### src/pkg/cfe_params.svh
// offsets, field layouts, reset values and fixed figures of the front end
`ifndef CFE_PARAMS_SVH
`define CFE_PARAMS_SVH

// ----------------------------------------------------------------------
// register map (byte addresses, one aligned word each)
// ----------------------------------------------------------------------
`define AXI_AW        16
`define REG_BIAS_IDX  16'h040f
`define ADDR_BIAS     16'h103c
`define ADDR_FE       16'h0000
`define ADDR_SPUR0    16'h0004
`define ADDR_SPUR1    16'h0008
`define ADDR_STATUS   16'h000c

// ----------------------------------------------------------------------
// reset values and write masks
// ----------------------------------------------------------------------
`define FE_RST        32'h0000_1204
`define FE_MASK       32'h0000_1f1f
`define BIAS_RST      8'h00
`define SPUR_RST      32'h0000_0000
`define SPUR_MASK     32'h003f_ffff

// ----------------------------------------------------------------------
// front end figures
// ----------------------------------------------------------------------
`define BIAS_MV_00    11'd800
`define BIAS_MV_01    11'd400
`define BIAS_MV_10    11'd1600
`define BIAS_MV_11    11'd1200
`define CP_STEP_UA    9'd125
`define CP_CODE_MAX   2'h2
`define N_BIAS        6'd2
`define PRESCALE      7'd2

// ----------------------------------------------------------------------
// spur canceller figures
// ----------------------------------------------------------------------
`define HARM_MIN      4'h2
`define CORR_SHIFT    11
`define DAC_MAX       16'sh1fff
`define DAC_MIN       -16'sh2000
`define RESP_OKAY     2'h0
`define RESP_SLVERR   2'h2

`endif

### src/pkg/cfe_pkg.sv
// types shared by the clock front end and spur canceller
package cfe_pkg;
`include "cfe_params.svh"

    typedef struct packed {
        logic [15:0]        phase;
        logic signed [13:0] sample;
    } dds_word_t;

    typedef struct packed {
        logic [4:0] n_field;
        logic [2:0] spare;
        logic       vco_high;
        logic [1:0] cp_code;
        logic       doubler;
        logic       pd;
    } fe_ctrl_t;

    typedef struct packed {
        logic       gain;
        logic [7:0] amp;
        logic [8:0] phase;
        logic [3:0] harm;
    } spur_cfg_t;

    typedef struct packed {
        logic                    ext1;
        logic                    ext2;
        logic                    aw_got;
        logic                    w_got;
        logic [`AXI_AW-1:0]      waddr;
        logic [31:0]             wdata;
        logic [3:0]              wstrb;
        logic                    bvalid;
        logic [1:0]              bresp;
        logic                    rvalid;
        logic [1:0]              rresp;
        logic [31:0]             rdata;
        logic [31:0]             fe;
        logic [7:0]              bias;
        logic [1:0][31:0]        spur;
        logic [15:0]             prev_ph;
        logic [1:0][15:0]        acc;
        logic [1:0][13:0]        fifo;
        logic                    wp;
        logic                    rp;
        logic [1:0]              cnt;
        logic                    sat;
    } state_t;

endpackage

### src/logic/clock_front_end.sv
// clock front end control and harmonic spur canceller with axi4-lite regs
`timescale 1ns/10ps
`include "cfe_params.svh"

module clock_front_end
    import cfe_pkg::*;
(
    input  wire logic                   aclk,            // 100 MHz
    input  wire logic                   aresetn,         // sync reset
    input  wire logic [`AXI_AW-1:0]     awaddr,          // write addr
    input  wire logic                   awvalid,         // write addr valid
    output logic                        awready,         // write addr ready
    input  wire logic [31:0]            wdata,           // write data
    input  wire logic [3:0]             wstrb,           // byte lanes
    input  wire logic                   wvalid,          // write data valid
    output logic                        wready,          // write data ready
    output logic [1:0]                  bresp,           // write resp
    output logic                        bvalid,          // write resp valid
    input  wire logic                   bready,          // write resp ready
    input  wire logic [`AXI_AW-1:0]     araddr,          // read addr
    input  wire logic                   arvalid,         // read addr valid
    output logic                        arready,         // read addr ready
    output logic [31:0]                 rdata,           // read data
    output logic [1:0]                  rresp,           // read resp
    output logic                        rvalid,          // read valid
    input  wire logic                   rready,          // read ready
    input  wire logic                   crystal_or_external_select_pin, // pin
    input  cfe_pkg::dds_word_t          s_data,          // main core word
    input  wire logic                   s_valid,         // main word valid
    output logic                        s_ready,         // buffer has room
    output logic signed [13:0]          m_data,          // DAC sample
    output logic                        m_valid,         // DAC sample valid
    input  wire logic                   m_ready,         // DAC takes sample
    output logic [1:0]                  bias_code,       // reference bias
    output logic [10:0]                 bias_drop_mv,    // drop below supply
    output logic                        mult_enable,     // multiplier on
    output logic                        xtal_amp_enable, // maintaining amp
    output logic                        sample_clk_direct, // fs = input
    output logic                        doubler_enable,  // input doubler
    output logic                        pfd_falling_edge, // detector edge
    output logic [8:0]                  cp_current_ua,   // pump current
    output logic                        vco_gain_high,   // oscillator gain
    output logic [5:0]                  fb_divide_n,     // actual N
    output logic [6:0]                  fb_ratio         // overall ratio
);
    import cfe_pkg::*;

    // ------------------------------------------------------------------
    // helpers
    // ------------------------------------------------------------------
    function automatic logic [31:0] merge(logic [31:0] old_v,
                                          logic [31:0] new_v,
                                          logic [3:0]  strb);
        logic [31:0] r;
        r = old_v;
        for (int b = 0; b < 4; b++)
            if (strb[b])
                r[b*8 +: 8] = new_v[b*8 +: 8];
        return r;
    endfunction

    function automatic logic [10:0] bias_mv(logic [1:0] code);
        logic [10:0] r;
        unique case (code)
            2'h0: r = `BIAS_MV_00;
            2'h1: r = `BIAS_MV_01;
            2'h2: r = `BIAS_MV_10;
            2'h3: r = `BIAS_MV_11;
        endcase
        return r;
    endfunction

    // triangle stands in for the sine table: cheap, but its own
    // harmonics sit far below the 16-lsb correction level anyway
    function automatic logic signed [5:0] corr(spur_cfg_t c,
                                               logic [15:0] acc);
        logic [15:0]        p;
        logic [6:0]         t;
        logic signed [7:0]  tri_v;
        logic signed [16:0] prod;
        logic signed [5:0]  r;
        p = acc + {c.phase, 7'h00};
        t = p[14] ? ~p[13:7] : p[13:7];
        tri_v = p[15] ? -$signed({1'b0, t}) : $signed({1'b0, t});
        prod = tri_v * $signed({1'b0, c.amp});
        r = 6'(prod >>> `CORR_SHIFT);
        if (c.gain)
            r = r <<< 1;
        if (c.harm < `HARM_MIN)
            r = 6'sh00;
        return r;
    endfunction

    // ------------------------------------------------------------------
    // state and derived signals
    // ------------------------------------------------------------------
    state_t             st_r;
    state_t             st_nxt;
    fe_ctrl_t           fe;
    spur_cfg_t [1:0]    cfg;
    logic               fire_in;
    logic               fire_out;
    logic [15:0]        dph;
    logic [1:0][15:0]   acc_n;
    logic signed [5:0]  c0;
    logic signed [5:0]  c1;
    logic signed [15:0] sum_w;
    logic signed [13:0] sum_sat;
    logic [5:0]         n_act;

    assign fe     = fe_ctrl_t'(st_r.fe[12:0]);
    assign cfg[0] = spur_cfg_t'(st_r.spur[0][21:0]);
    assign cfg[1] = spur_cfg_t'(st_r.spur[1][21:0]);

    // ------------------------------------------------------------------
    // front end control
    // ------------------------------------------------------------------
    assign n_act             = 6'({1'b0, fe.n_field} + `N_BIAS);
    assign fb_divide_n       = n_act;
    assign fb_ratio          = `PRESCALE * {1'b0, n_act};
    assign bias_code         = st_r.bias[1:0];
    assign bias_drop_mv      = bias_mv(st_r.bias[1:0]);
    assign mult_enable       = !fe.pd;
    // external mode never touches the multiplier, only the amp
    assign xtal_amp_enable   = !st_r.ext2;
    assign sample_clk_direct = fe.pd;
    assign doubler_enable    = fe.doubler && !fe.pd;
    assign pfd_falling_edge  = 1'b1;
    // code 3 is undefined; pinned to the top level, not wrapped
    assign cp_current_ua     = `CP_STEP_UA *
        ((fe.cp_code > `CP_CODE_MAX) ? 9'd3 : 9'({1'b0, fe.cp_code} + 3'd1));
    assign vco_gain_high     = fe.vco_high;

    // ------------------------------------------------------------------
    // spur canceller datapath
    // ------------------------------------------------------------------
    assign fire_in  = s_valid && s_ready;
    assign fire_out = m_valid && m_ready;
    assign dph      = s_data.phase - st_r.prev_ph;

    generate
        for (genvar i = 0; i < 2; i++)
        begin : g_ch
            assign acc_n[i] = st_r.acc[i] + 16'(dph * cfg[i].harm);
        end
    endgenerate

    assign c0    = corr(cfg[0], acc_n[0]);
    assign c1    = corr(cfg[1], acc_n[1]);
    assign sum_w = 16'(s_data.sample) + 16'(c0) + 16'(c1);
    assign sum_sat = (sum_w > `DAC_MAX) ? 14'(`DAC_MAX) :
                     (sum_w < `DAC_MIN) ? 14'(`DAC_MIN) : 14'(sum_w);

    // ------------------------------------------------------------------
    // bus handshakes and buffer outputs
    // ------------------------------------------------------------------
    assign awready = !st_r.aw_got && !st_r.bvalid;
    assign wready  = !st_r.w_got && !st_r.bvalid;
    assign bvalid  = st_r.bvalid;
    assign bresp   = st_r.bresp;
    assign arready = !st_r.rvalid;
    assign rvalid  = st_r.rvalid;
    assign rdata   = st_r.rdata;
    assign rresp   = st_r.rresp;
    assign s_ready = (st_r.cnt != 2'h2);
    assign m_valid = (st_r.cnt != 2'h0);
    assign m_data  = st_r.fifo[st_r.rp];

    // ------------------------------------------------------------------
    // next state
    // ------------------------------------------------------------------
    always_comb
    begin
        st_nxt = st_r;
        // first stage feeds only the second
        st_nxt.ext1 = crystal_or_external_select_pin;
        st_nxt.ext2 = st_r.ext1;

        if (awvalid && awready)
        begin
            st_nxt.aw_got = 1'b1;
            st_nxt.waddr  = awaddr;
        end
        if (wvalid && wready)
        begin
            st_nxt.w_got = 1'b1;
            st_nxt.wdata = wdata;
            st_nxt.wstrb = wstrb;
        end
        if (st_r.bvalid && bready)
            st_nxt.bvalid = 1'b0;
        if (st_r.aw_got && st_r.w_got && !st_r.bvalid)
        begin
            st_nxt.aw_got = 1'b0;
            st_nxt.w_got  = 1'b0;
            st_nxt.bvalid = 1'b1;
            st_nxt.bresp  = `RESP_OKAY;
            unique case (st_r.waddr)
                `ADDR_FE:
                    st_nxt.fe = merge(st_r.fe, st_r.wdata, st_r.wstrb)
                                & `FE_MASK;
                `ADDR_BIAS:
                    st_nxt.bias = st_r.wstrb[0] ? st_r.wdata[7:0]
                                                : st_r.bias;
                `ADDR_SPUR0:
                    st_nxt.spur[0] = merge(st_r.spur[0], st_r.wdata,
                                           st_r.wstrb) & `SPUR_MASK;
                `ADDR_SPUR1:
                    st_nxt.spur[1] = merge(st_r.spur[1], st_r.wdata,
                                           st_r.wstrb) & `SPUR_MASK;
                `ADDR_STATUS:
                    st_nxt.bresp = `RESP_OKAY;
                default:
                    st_nxt.bresp = `RESP_SLVERR;
            endcase
        end

        if (st_r.rvalid && rready)
            st_nxt.rvalid = 1'b0;
        if (arvalid && arready)
        begin
            st_nxt.rvalid = 1'b1;
            st_nxt.rresp  = `RESP_OKAY;
            unique case (araddr)
                `ADDR_FE:     st_nxt.rdata = st_r.fe;
                `ADDR_BIAS:   st_nxt.rdata = {24'h0, st_r.bias};
                `ADDR_SPUR0:  st_nxt.rdata = st_r.spur[0];
                `ADDR_SPUR1:  st_nxt.rdata = st_r.spur[1];
                `ADDR_STATUS: st_nxt.rdata = {13'h0, st_r.sat, st_r.ext2,
                                              mult_enable, 1'b0, fb_ratio,
                                              2'h0, n_act};
                default:
                begin
                    st_nxt.rdata = 32'h0;
                    st_nxt.rresp = `RESP_SLVERR;
                end
            endcase
        end

        // accumulators advance only on taken words, so a stall
        // freezes the correction phase together with the main core
        if (fire_in)
        begin
            st_nxt.prev_ph         = s_data.phase;
            st_nxt.acc             = acc_n;
            st_nxt.fifo[st_r.wp]   = sum_sat;
            st_nxt.wp              = !st_r.wp;
            st_nxt.sat             = (14'(sum_w) != sum_sat) ||
                                     (sum_w > `DAC_MAX) || (sum_w < `DAC_MIN);
        end
        if (fire_out)
            st_nxt.rp = !st_r.rp;
        unique case ({fire_in, fire_out})
            2'b10:   st_nxt.cnt = st_r.cnt + 2'h1;
            2'b01:   st_nxt.cnt = st_r.cnt - 2'h1;
            default: st_nxt.cnt = st_r.cnt;
        endcase
    end

    // ------------------------------------------------------------------
    // registers
    // ------------------------------------------------------------------
    always_ff @(posedge aclk)
    begin
        if (!aresetn)
        begin
            st_r         <= '0;
            st_r.fe      <= `FE_RST;
            st_r.bias    <= `BIAS_RST;
            st_r.spur[0] <= `SPUR_RST;
            st_r.spur[1] <= `SPUR_RST;
        end
        else
            st_r <= st_nxt;
    end
endmodule // clock_front_end

### config.mk
export PLATFORM = sky130hd
export DESIGN_NAME = clock_front_end
export DESIGN_NICKNAME = d
export VERILOG_FILES = /design/src/pkg/cfe_pkg.sv /design/src/logic/clock_front_end.sv
export VERILOG_INCLUDE_DIRS = /design/src /design/src/pkg
export SDC_FILE = /design/constraint.sdc
export NUM_CORES = 1
export LEC_CHECK = 0
export ABC_AREA = 1
export ABC_CLOCK_PERIOD_IN_PS = 39400
export BUFFER_PORTS_ARGS = -buffer_cell sky130_fd_sc_hd__buf_2
export CAP_MARGIN = 20
export CORE_ASPECT_RATIO = 0.7
export CORE_UTILIZATION = 61
export DETAILED_ROUTE_END_ITERATION = 6
export GPL_TIMING_DRIVEN = 1
export PLACE_DENSITY = 0.85
export SLEW_MARGIN = 0
export SYNTH_ARGS = -nofsm -noshare
export SYNTH_HDL_FRONTEND = slang
export SYNTH_SLANG_ARGS = --single-unit
export TNS_END_PERCENT = 30
### constraint.sdc
create_clock -name aclk -period 39.4 [get_ports aclk]
set_input_delay 3.94 -clock aclk [delete_from_list [all_inputs] [get_ports aclk]]
set_output_delay 3.94 -clock aclk [all_outputs]
set_load 0.005 [all_outputs]
# Word-level counts from Yosys, hierarchy flattened
# Cells that the tools add are included.
# Widths: inputs -> output; s select.
[word_totals]
ff_bits = 226
latch_bits = 0
ram_bits = 0
mem_bits_ro = 0
inputBits = 108
output_inout_bits = 98
wordCells = 141
memories = 0
[classes]
add_sub_neg = 13
multipliers = 5
div_mod_pow = 0
magnitude_cmp = 8
eq_ne = 15
n_shift = 0
n_mux = 25
n_bitwise = 3
n_reduce_logical = 42
[op_table]
columns = ["op", "count"]
rows = [
  ["$pmux 22 s5", 1],
  ["$mux 14", 5],
  ["$add 16x16->16", 4],
  ["$eq 16x4->1 const B", 4],
  ["$pmux 11 s4", 1],
  ["$mux 35", 1],
  ["$mul 8x9->17", 2],
  ["$eq 16x13->1 const B", 2],
  ["$eq 16x3->1 const B", 2],
  ["$logic_not 16->1", 2],
  ["$mul 16x4->16", 2],
  ["$bwmux 28", 1],
  ["$reduce_and 3->1", 9],
  ["$mux 6", 4],
  ["$add 15x6->16", 1],
  ["$gt 16x14->1 const B", 1],
  ["$lt 16x14->1 const B", 1],
  ["$mux 8", 2],
  ["$neg 7->8", 2],
  ["$sub 16x16->16", 1],
  ["$add 14x6->15", 1],
  ["$demux 14 s1", 1],
  ["$mux 7", 2],
  ["$ne 14x14->1", 1],
  ["25 further kinds", 58],
]

# Depth between registers and ports, before layout
# Gate-level depths: netlist of the first run.
[depth]
depth_word = 19
depth_mapped = 84
ltp_nobuf = 84

# Worst setup path after synthesis of the first run
# OpenSTA, ideal clock, no wires.
[synth_path]
kind = "in2reg"
start = "input port s_data[14] in the netlist's numbering"
end = "register st_r[17] in the netlist's numbering"
setup_ns = 0.115
t_arrival_ns = 16.696
required_ns = 39.285
setup_slack_ns = 22.588
cell_stages = 79
path_buffers = 1
cell_sequence = "inv_1 -> ha_1 -> fa_1 -> inv_1 -> nand3_1 -> nand3_1 -> xor2_1 -> inv_1 -> nor2_1 -> fa_1 -> fa_1 -> inv_1 -> fa_1 -> inv_1 -> ha_1 -> nand2_1 -> o21ai_0 -> nand3_1 -> (+43 left out) -> nand2_1 -> nand2_1 -> or2_2 -> nand3_1 -> o21ai_0 -> ha_1 -> o21bai_1 -> ha_1 -> a21oi_1 -> o21ai_0 -> nand2_1 -> o2111ai_1 -> xor2_1 -> o21ai_0 -> clkbuf_1 -> o21ai_0 -> o21ai_0 -> inv_1"
[synth_lines]
columns = ["item", "line", "source"]
rows = [
  ["start: declaration", "clock_front_end.sv:28", "input cfe_pkg::dds_word_t s_data,"],
  ["end signal: assignment", "clock_front_end.sv:274", "st_r <= st_nxt;"],
  ["end: declaration", "clock_front_end.sv:97", "state_t st_r;"],
]

==> run metrics, run 1 <==
Sum Neg Setup Slack=0 ns; DR vias=19000; crit-path max FO=10; largest net degree at the start of global routing=89; Setup WS post-layout=20.61 ns; worst min-delay path class=flip-flop to flip-flop; final cell count without fillers=3348; Pwr Total=689 uW; violated checks=design-rule violations; placed wire-length estimate=45400 um; die height=about 150 um; CP Launch Type=primary input; fmax=0.0532 GHz; synthesized instance count=2804; Leak Pwr=between 10 and 15 nW; slowest stage delay, CP=0.78 ns; initial core utilization=about 62%; postcts setup bufs=0; Die Wd=220 um; Slew Viols, Final=0; DP Cell Count=around 3300; fin nets=3356; fraction of layout cells with a size suffix above 1=9.83%; most frequent cells in the layout=inv_1 (547), nand2_1 (361), nor2_1 (358); fin area=21900 um2; worst vdd ir=0.0000375 V; clock slew at reported path FFs=0.07 ns; post-route minimum period=18.79 ns; asr flop ratio synth=0%; antenna violations before repair=1; Final Setup Violations=0; Avg Synthesized Cell Area=7.22 um2; max-cap violations=0; Reg2Reg Depth=81; routability cong.=0.996; clk sink count=~210; drt wl/cell=17.0 um; run status=complete, but fails checks; CTS tree=done; Layout area overhead=8.01%; FILL cells=around 2800; synth unique cells=50; Multi-input gate area=13300 um2; Worst Path Required=39.82 ns; hold buffer count at cts=0; post-route antenna net violation count=0; diode count=0; core region area=~32000 um2; final wirelength=56900 um; IO Pins=206; number of gates resized after cts=0; Final Cycle Share=a little under half; root buf cell=clkbuf_16; Clock Latency Late Sink=~0.55 ns; Power Density=roughly 32 nW/um2; Worst Tran Pin Value=between 1 and 1.5 ns; FF+latch count, synth=around 210; pre-CTS WS=a little under 20 ns; slew margin rel.=between 30% and 40%; CP Class=primary input to flip-flop; post-detailed-route via-to-cell ratio=5.67; first-pass GRT wire length=92600 um; Hold Fails Final Rpt=0; cts bufs inserted=23; commonest non-fill, non-tap cell in the layout=inv_1; clock skew=between 0.02 and 0.03 ns; CP arrival=between 15 and 20 ns; IO buf count=176; Iter 0 DRT Violations=2087; Seq/Total Area, Yosys=between 20% and 30%; number of flops mapped to enable cells by yosys=0; First-pass DRT Iterations=7; Cell Rows=55; Synth warnings=0; RSZ-0062 raised after global routing=false; DRC violations left=24; CTS max path bufs=3; Post-DP Area=21100 um2; WHS Path Cells=2; most frequent CP cell=nand2_1; slowest stage cell, crit path=xnor2_1; register cell area after layout=4280 um2; die area=between 30000 and 40000 um2; CP endpoint kind=flip-flop; Max H-tree Level=1; synthesized cell area=20300 um2; vias in the first global route=18200; Total GRT Usage=34.0%; predominant post-synthesis flop cell=dfxtp_1; Congestion Overflow GR=0
-- metal layers --
layer  up-vias  part of all wire [%]  global-route usage [%]
met4         2                   3.0                    9.33
met1      8857                    43                    48.5
met3       131                    11                    6.76
met5         -                 0.023                       0
met2      1031                    43                    52.4
li1       8966                     -                       -
-- flip-flops by register name, indices dropped and copies added, names as in the netlist, 2 cells and up --
signal	flops
fe	8
bias_code	2
cfg	44
st_r	131
rdata	22
-- where the power goes --
part,switching [mW],total (mW),internal [mW]
sequential,0.0114,0.244,0.233
clock,0.0992,0.226,0.127
combinational,0.152,0.219,0.0666
total,0.263,0.689,0.427
-- Yosys cell counts, drive strengths merged (7+ instances only) --
| cell type | instances | share of area [%] |
|---|---|---|
| xnor2 | 23 | 0.99 |
| nor3 | 19 | 0.49 |
| a211oi | 28 | 1.0 |
| o211ai | 18 | 0.67 |
| buf | 58 | 2.1 |
| inv | 551 | 10 |
| o21bai | 18 | 0.67 |
| nand4 | 12 | 0.37 |
| a21oi | 220 | 5.5 |
| xor2 | 72 | 3.1 |
| dfxtp | 214 | 21 |
| or2 | 12 | 0.37 |
| nor2 | 361 | 6.7 |
| o22ai | 17 | 0.53 |
| ha | 187 | 12 |
| o31ai | 7 | 0.26 |
| nand3 | 117 | 3.1 |
| fa | 157 | 16 |
| o21ai | 217 | 5.4 |
| clkbuf | 69 | 1.3 |
| nand2 | 392 | 7.8 |
-- critical path, delay by kind of cell --
| family | cells | cell delay (ns) |
|---|---|---|
| AND/OR/NAND/NOR | 38 | 4.52 |
| adder cells (fa/ha/maj) | 14 | 5.76 |
| buffers and inverters | 13 | 1.18 |
| XOR/XNOR | 2 | 1.21 |
| AO/OA/AOI/OAI | 14 | 2.63 |
-- cell type report --
cell class,instances,share of cell area [%]
multi-input cells,1924,60.6
clock buffers,28,2.85
repair buffers,184,4.30
flip-flops and latches,214,19.6
well taps,427,2.44
inverters,557,9.56
clock inverters,14,0.658
-- through the flow --
stage          util, %  hold WS (ns)
2_1_floorplan        -         0.390
6_report          67.3         0.439
4_1_cts           67.3         0.441
3_3_place_gp      64.9         0.400
5_1_grt           67.3         0.446
3_5_place_dp      64.9         0.438
-- logic make-up after synthesis --
family	count (synthesis)	synth area share, %
simple gates	921	19.1
buf+inv	684	13.7
compound gates	544	14.7
fa+ha+maj	344	27.1
flops	214	21.2
xor+xnor	95	4.11
other cells	2	0.0371
-- worst paths after layout --
kind          startpoint   endpoint  slack [ns]
max           s_data[17]    st_r[6]       20.61
min          st_nxt[277]  st_r[277]        0.44
max reg2reg     st_r[68]    st_r[6]       23.77
min reg2reg  st_nxt[277]  st_r[277]        0.44
Power figures use the tool's default switching activity.
==> run 2, diff against run 1 <==
ABC_CLOCK_PERIOD_IN_PS = 18550   (was 39400)
clock period = 18.55 ns   (was 39.4 ns; I/O delays follow)
==> run metrics, run 2 (same netlist as run 1, synthesis figures left out) <==
Final Setup Violations=0; fin nets=3357; CP Launch Type=primary input; DR vias=between 15000 and 20000; IO buf count=176; Leak Pwr=11.5 nW; diode count=0; Cell Rows=55; CP endpoint kind=flip-flop; drt wl/cell=17.6 um; die height=roughly 150 um; postcts setup bufs=0; clock slew at reported path FFs=roughly 0.060 ns; CP arrival=17.60 ns; CTS tree=done; fmax=slightly below 0.06 GHz; largest net degree at the start of global routing=100; slowest stage delay, CP=0.55 ns; slowest stage cell, crit path=fa_1; DRC violations left=24; post-detailed-route via-to-cell ratio=5.67; max-cap violations=0; R2R setup slack=2.52 ns; Pwr Total=about 1.5 mW; RSZ-0062 raised after global routing=false; cts bufs inserted=24; WHS Path Cells=2; Sum Neg Setup Slack=0 ns; CTS max path bufs=3; worst min-delay path class=flip-flop to flip-flop; root buf cell=clkbuf_16; most frequent cells in the layout=inv_1 (547), nand2_1 (361), nor2_1 (358); vias in the first global route=18200; Clock Latency Late Sink=0.55 ns; Top reg by flops=st_r; reg2reg start=st_r[67]; Hold Path Origin=st_nxt[277]; placed wire-length estimate=46500 um; reg2reg end=st_r[5]; Setup WS post-layout=1.39 ns; Congestion Overflow GR=0; Die Wd=roughly 220 um; Total GRT Usage=34.9%; initial core utilization=just over 60%; first-pass GRT wire length=93600 um; routability cong.=1.01; most frequent CP cell=nand2_1; FILL cells=about 2800; clock skew=0.0105 ns; violated checks=design-rule violations; Hold Fails Final Rpt=0; Reg2Reg Depth=80; Power Density=66.4 nW/um2; final wirelength=58900 um; Layout area overhead=7.87%; run status=complete, but fails checks; fraction of layout cells with a size suffix above 1=between 9 and 10%; clk sink count=214; Iter 0 DRT Violations=about 2200; IO Pins=about 200; crit-path max FO=10; CP Class=primary input to flip-flop; Slew Viols, Final=0; First-pass DRT Iterations=7; hold buffer count at cts=0; Worst Tran Pin Value=1.10 ns; number of gates resized after cts=0; post-route minimum period=17.16 ns; antenna violations before repair=0; Hold EP=st_r[277]; slew margin rel.=approximately 26%; Max H-tree Level=1; pre-CTS WS=0.718 ns; Worst Path Required=18.99 ns; max FFs per register=about 130; Final Cycle Share=92.5%; die area=33900 um2; commonest non-fill, non-tap cell in the layout=inv_1; post-route antenna net violation count=0; worst vdd ir=between 0.00006 and 0.00007 V; core region area=about 32000 um2
run 2: worst max-delay path by stage:
stage                          start  endpoint  slack [ns]
after detailed placement  s_data[14]   st_r[5]        0.72
after global routing      s_data[14]   st_r[5]        0.30
after floorplan           s_data[14]  st_r[17]        3.82
after global placement    s_data[14]   st_r[5]        1.31
final                     s_data[14]   st_r[5]        1.39
after CTS                 s_data[14]   st_r[5]        1.22
run 2: where the power goes:
group / switching [mW] / total [mW] / leakage, nW / internal (mW)
sequential: 0.0244 / 0.519 / 1.75 / 0.495
clock: 0.215 / 0.465 / 0.360 / 0.250
combinational: 0.324 / 0.467 / 9.38 / 0.142
run 2: area by class of cell:
class | instances | area [um2] | area share [%]
clock buffer | 26 | 639 | 2.93
multi-input combinational | 1924 | 13300 | 60.7
inverter | 557 | 2090 | 9.57
clock inverter | 14 | 100 | 0.458
tap | 427 | 534 | 2.45
sequential | 214 | 4280 | 19.6
timing repair buffer | 184 | 941 | 4.31
run 2: routing by layer:
metal,global-route usage [%],wire length (um)
met4,11.3,2070
met5,0,0
met1,49.9,25200
met3,6.12,6280
met2,53.2,25300
run 2: critical path: cells and delay by family:
kind | cells | cell delay [ns]
adder cells (fa/ha/maj) | 15 | 6.10
AND/OR/NAND/NOR | 36 | 4.38
XOR/XNOR | 3 | 0.90
buffers and inverters | 13 | 1.30
AO/OA/AOI/OAI | 13 | 3.03
run 2: stage by stage:
| stage | instance area [um2] | utilization (%) | hold slack [ns] | instances |
|---|---|---|---|---|
| finish | 21800 | 67.3 | 0.417 | 3346 |
| global route | 21800 | 67.3 | 0.453 | 3346 |
| CTS | 21800 | 67.2 | 0.406 | 3345 |
| detailed placement | 21100 | 65.0 | 0.402 | 3305 |
| global placement | 21100 | 65.0 | 0.395 | 3305 |
| floorplan | 20300 | - | 0.390 | 2822 |
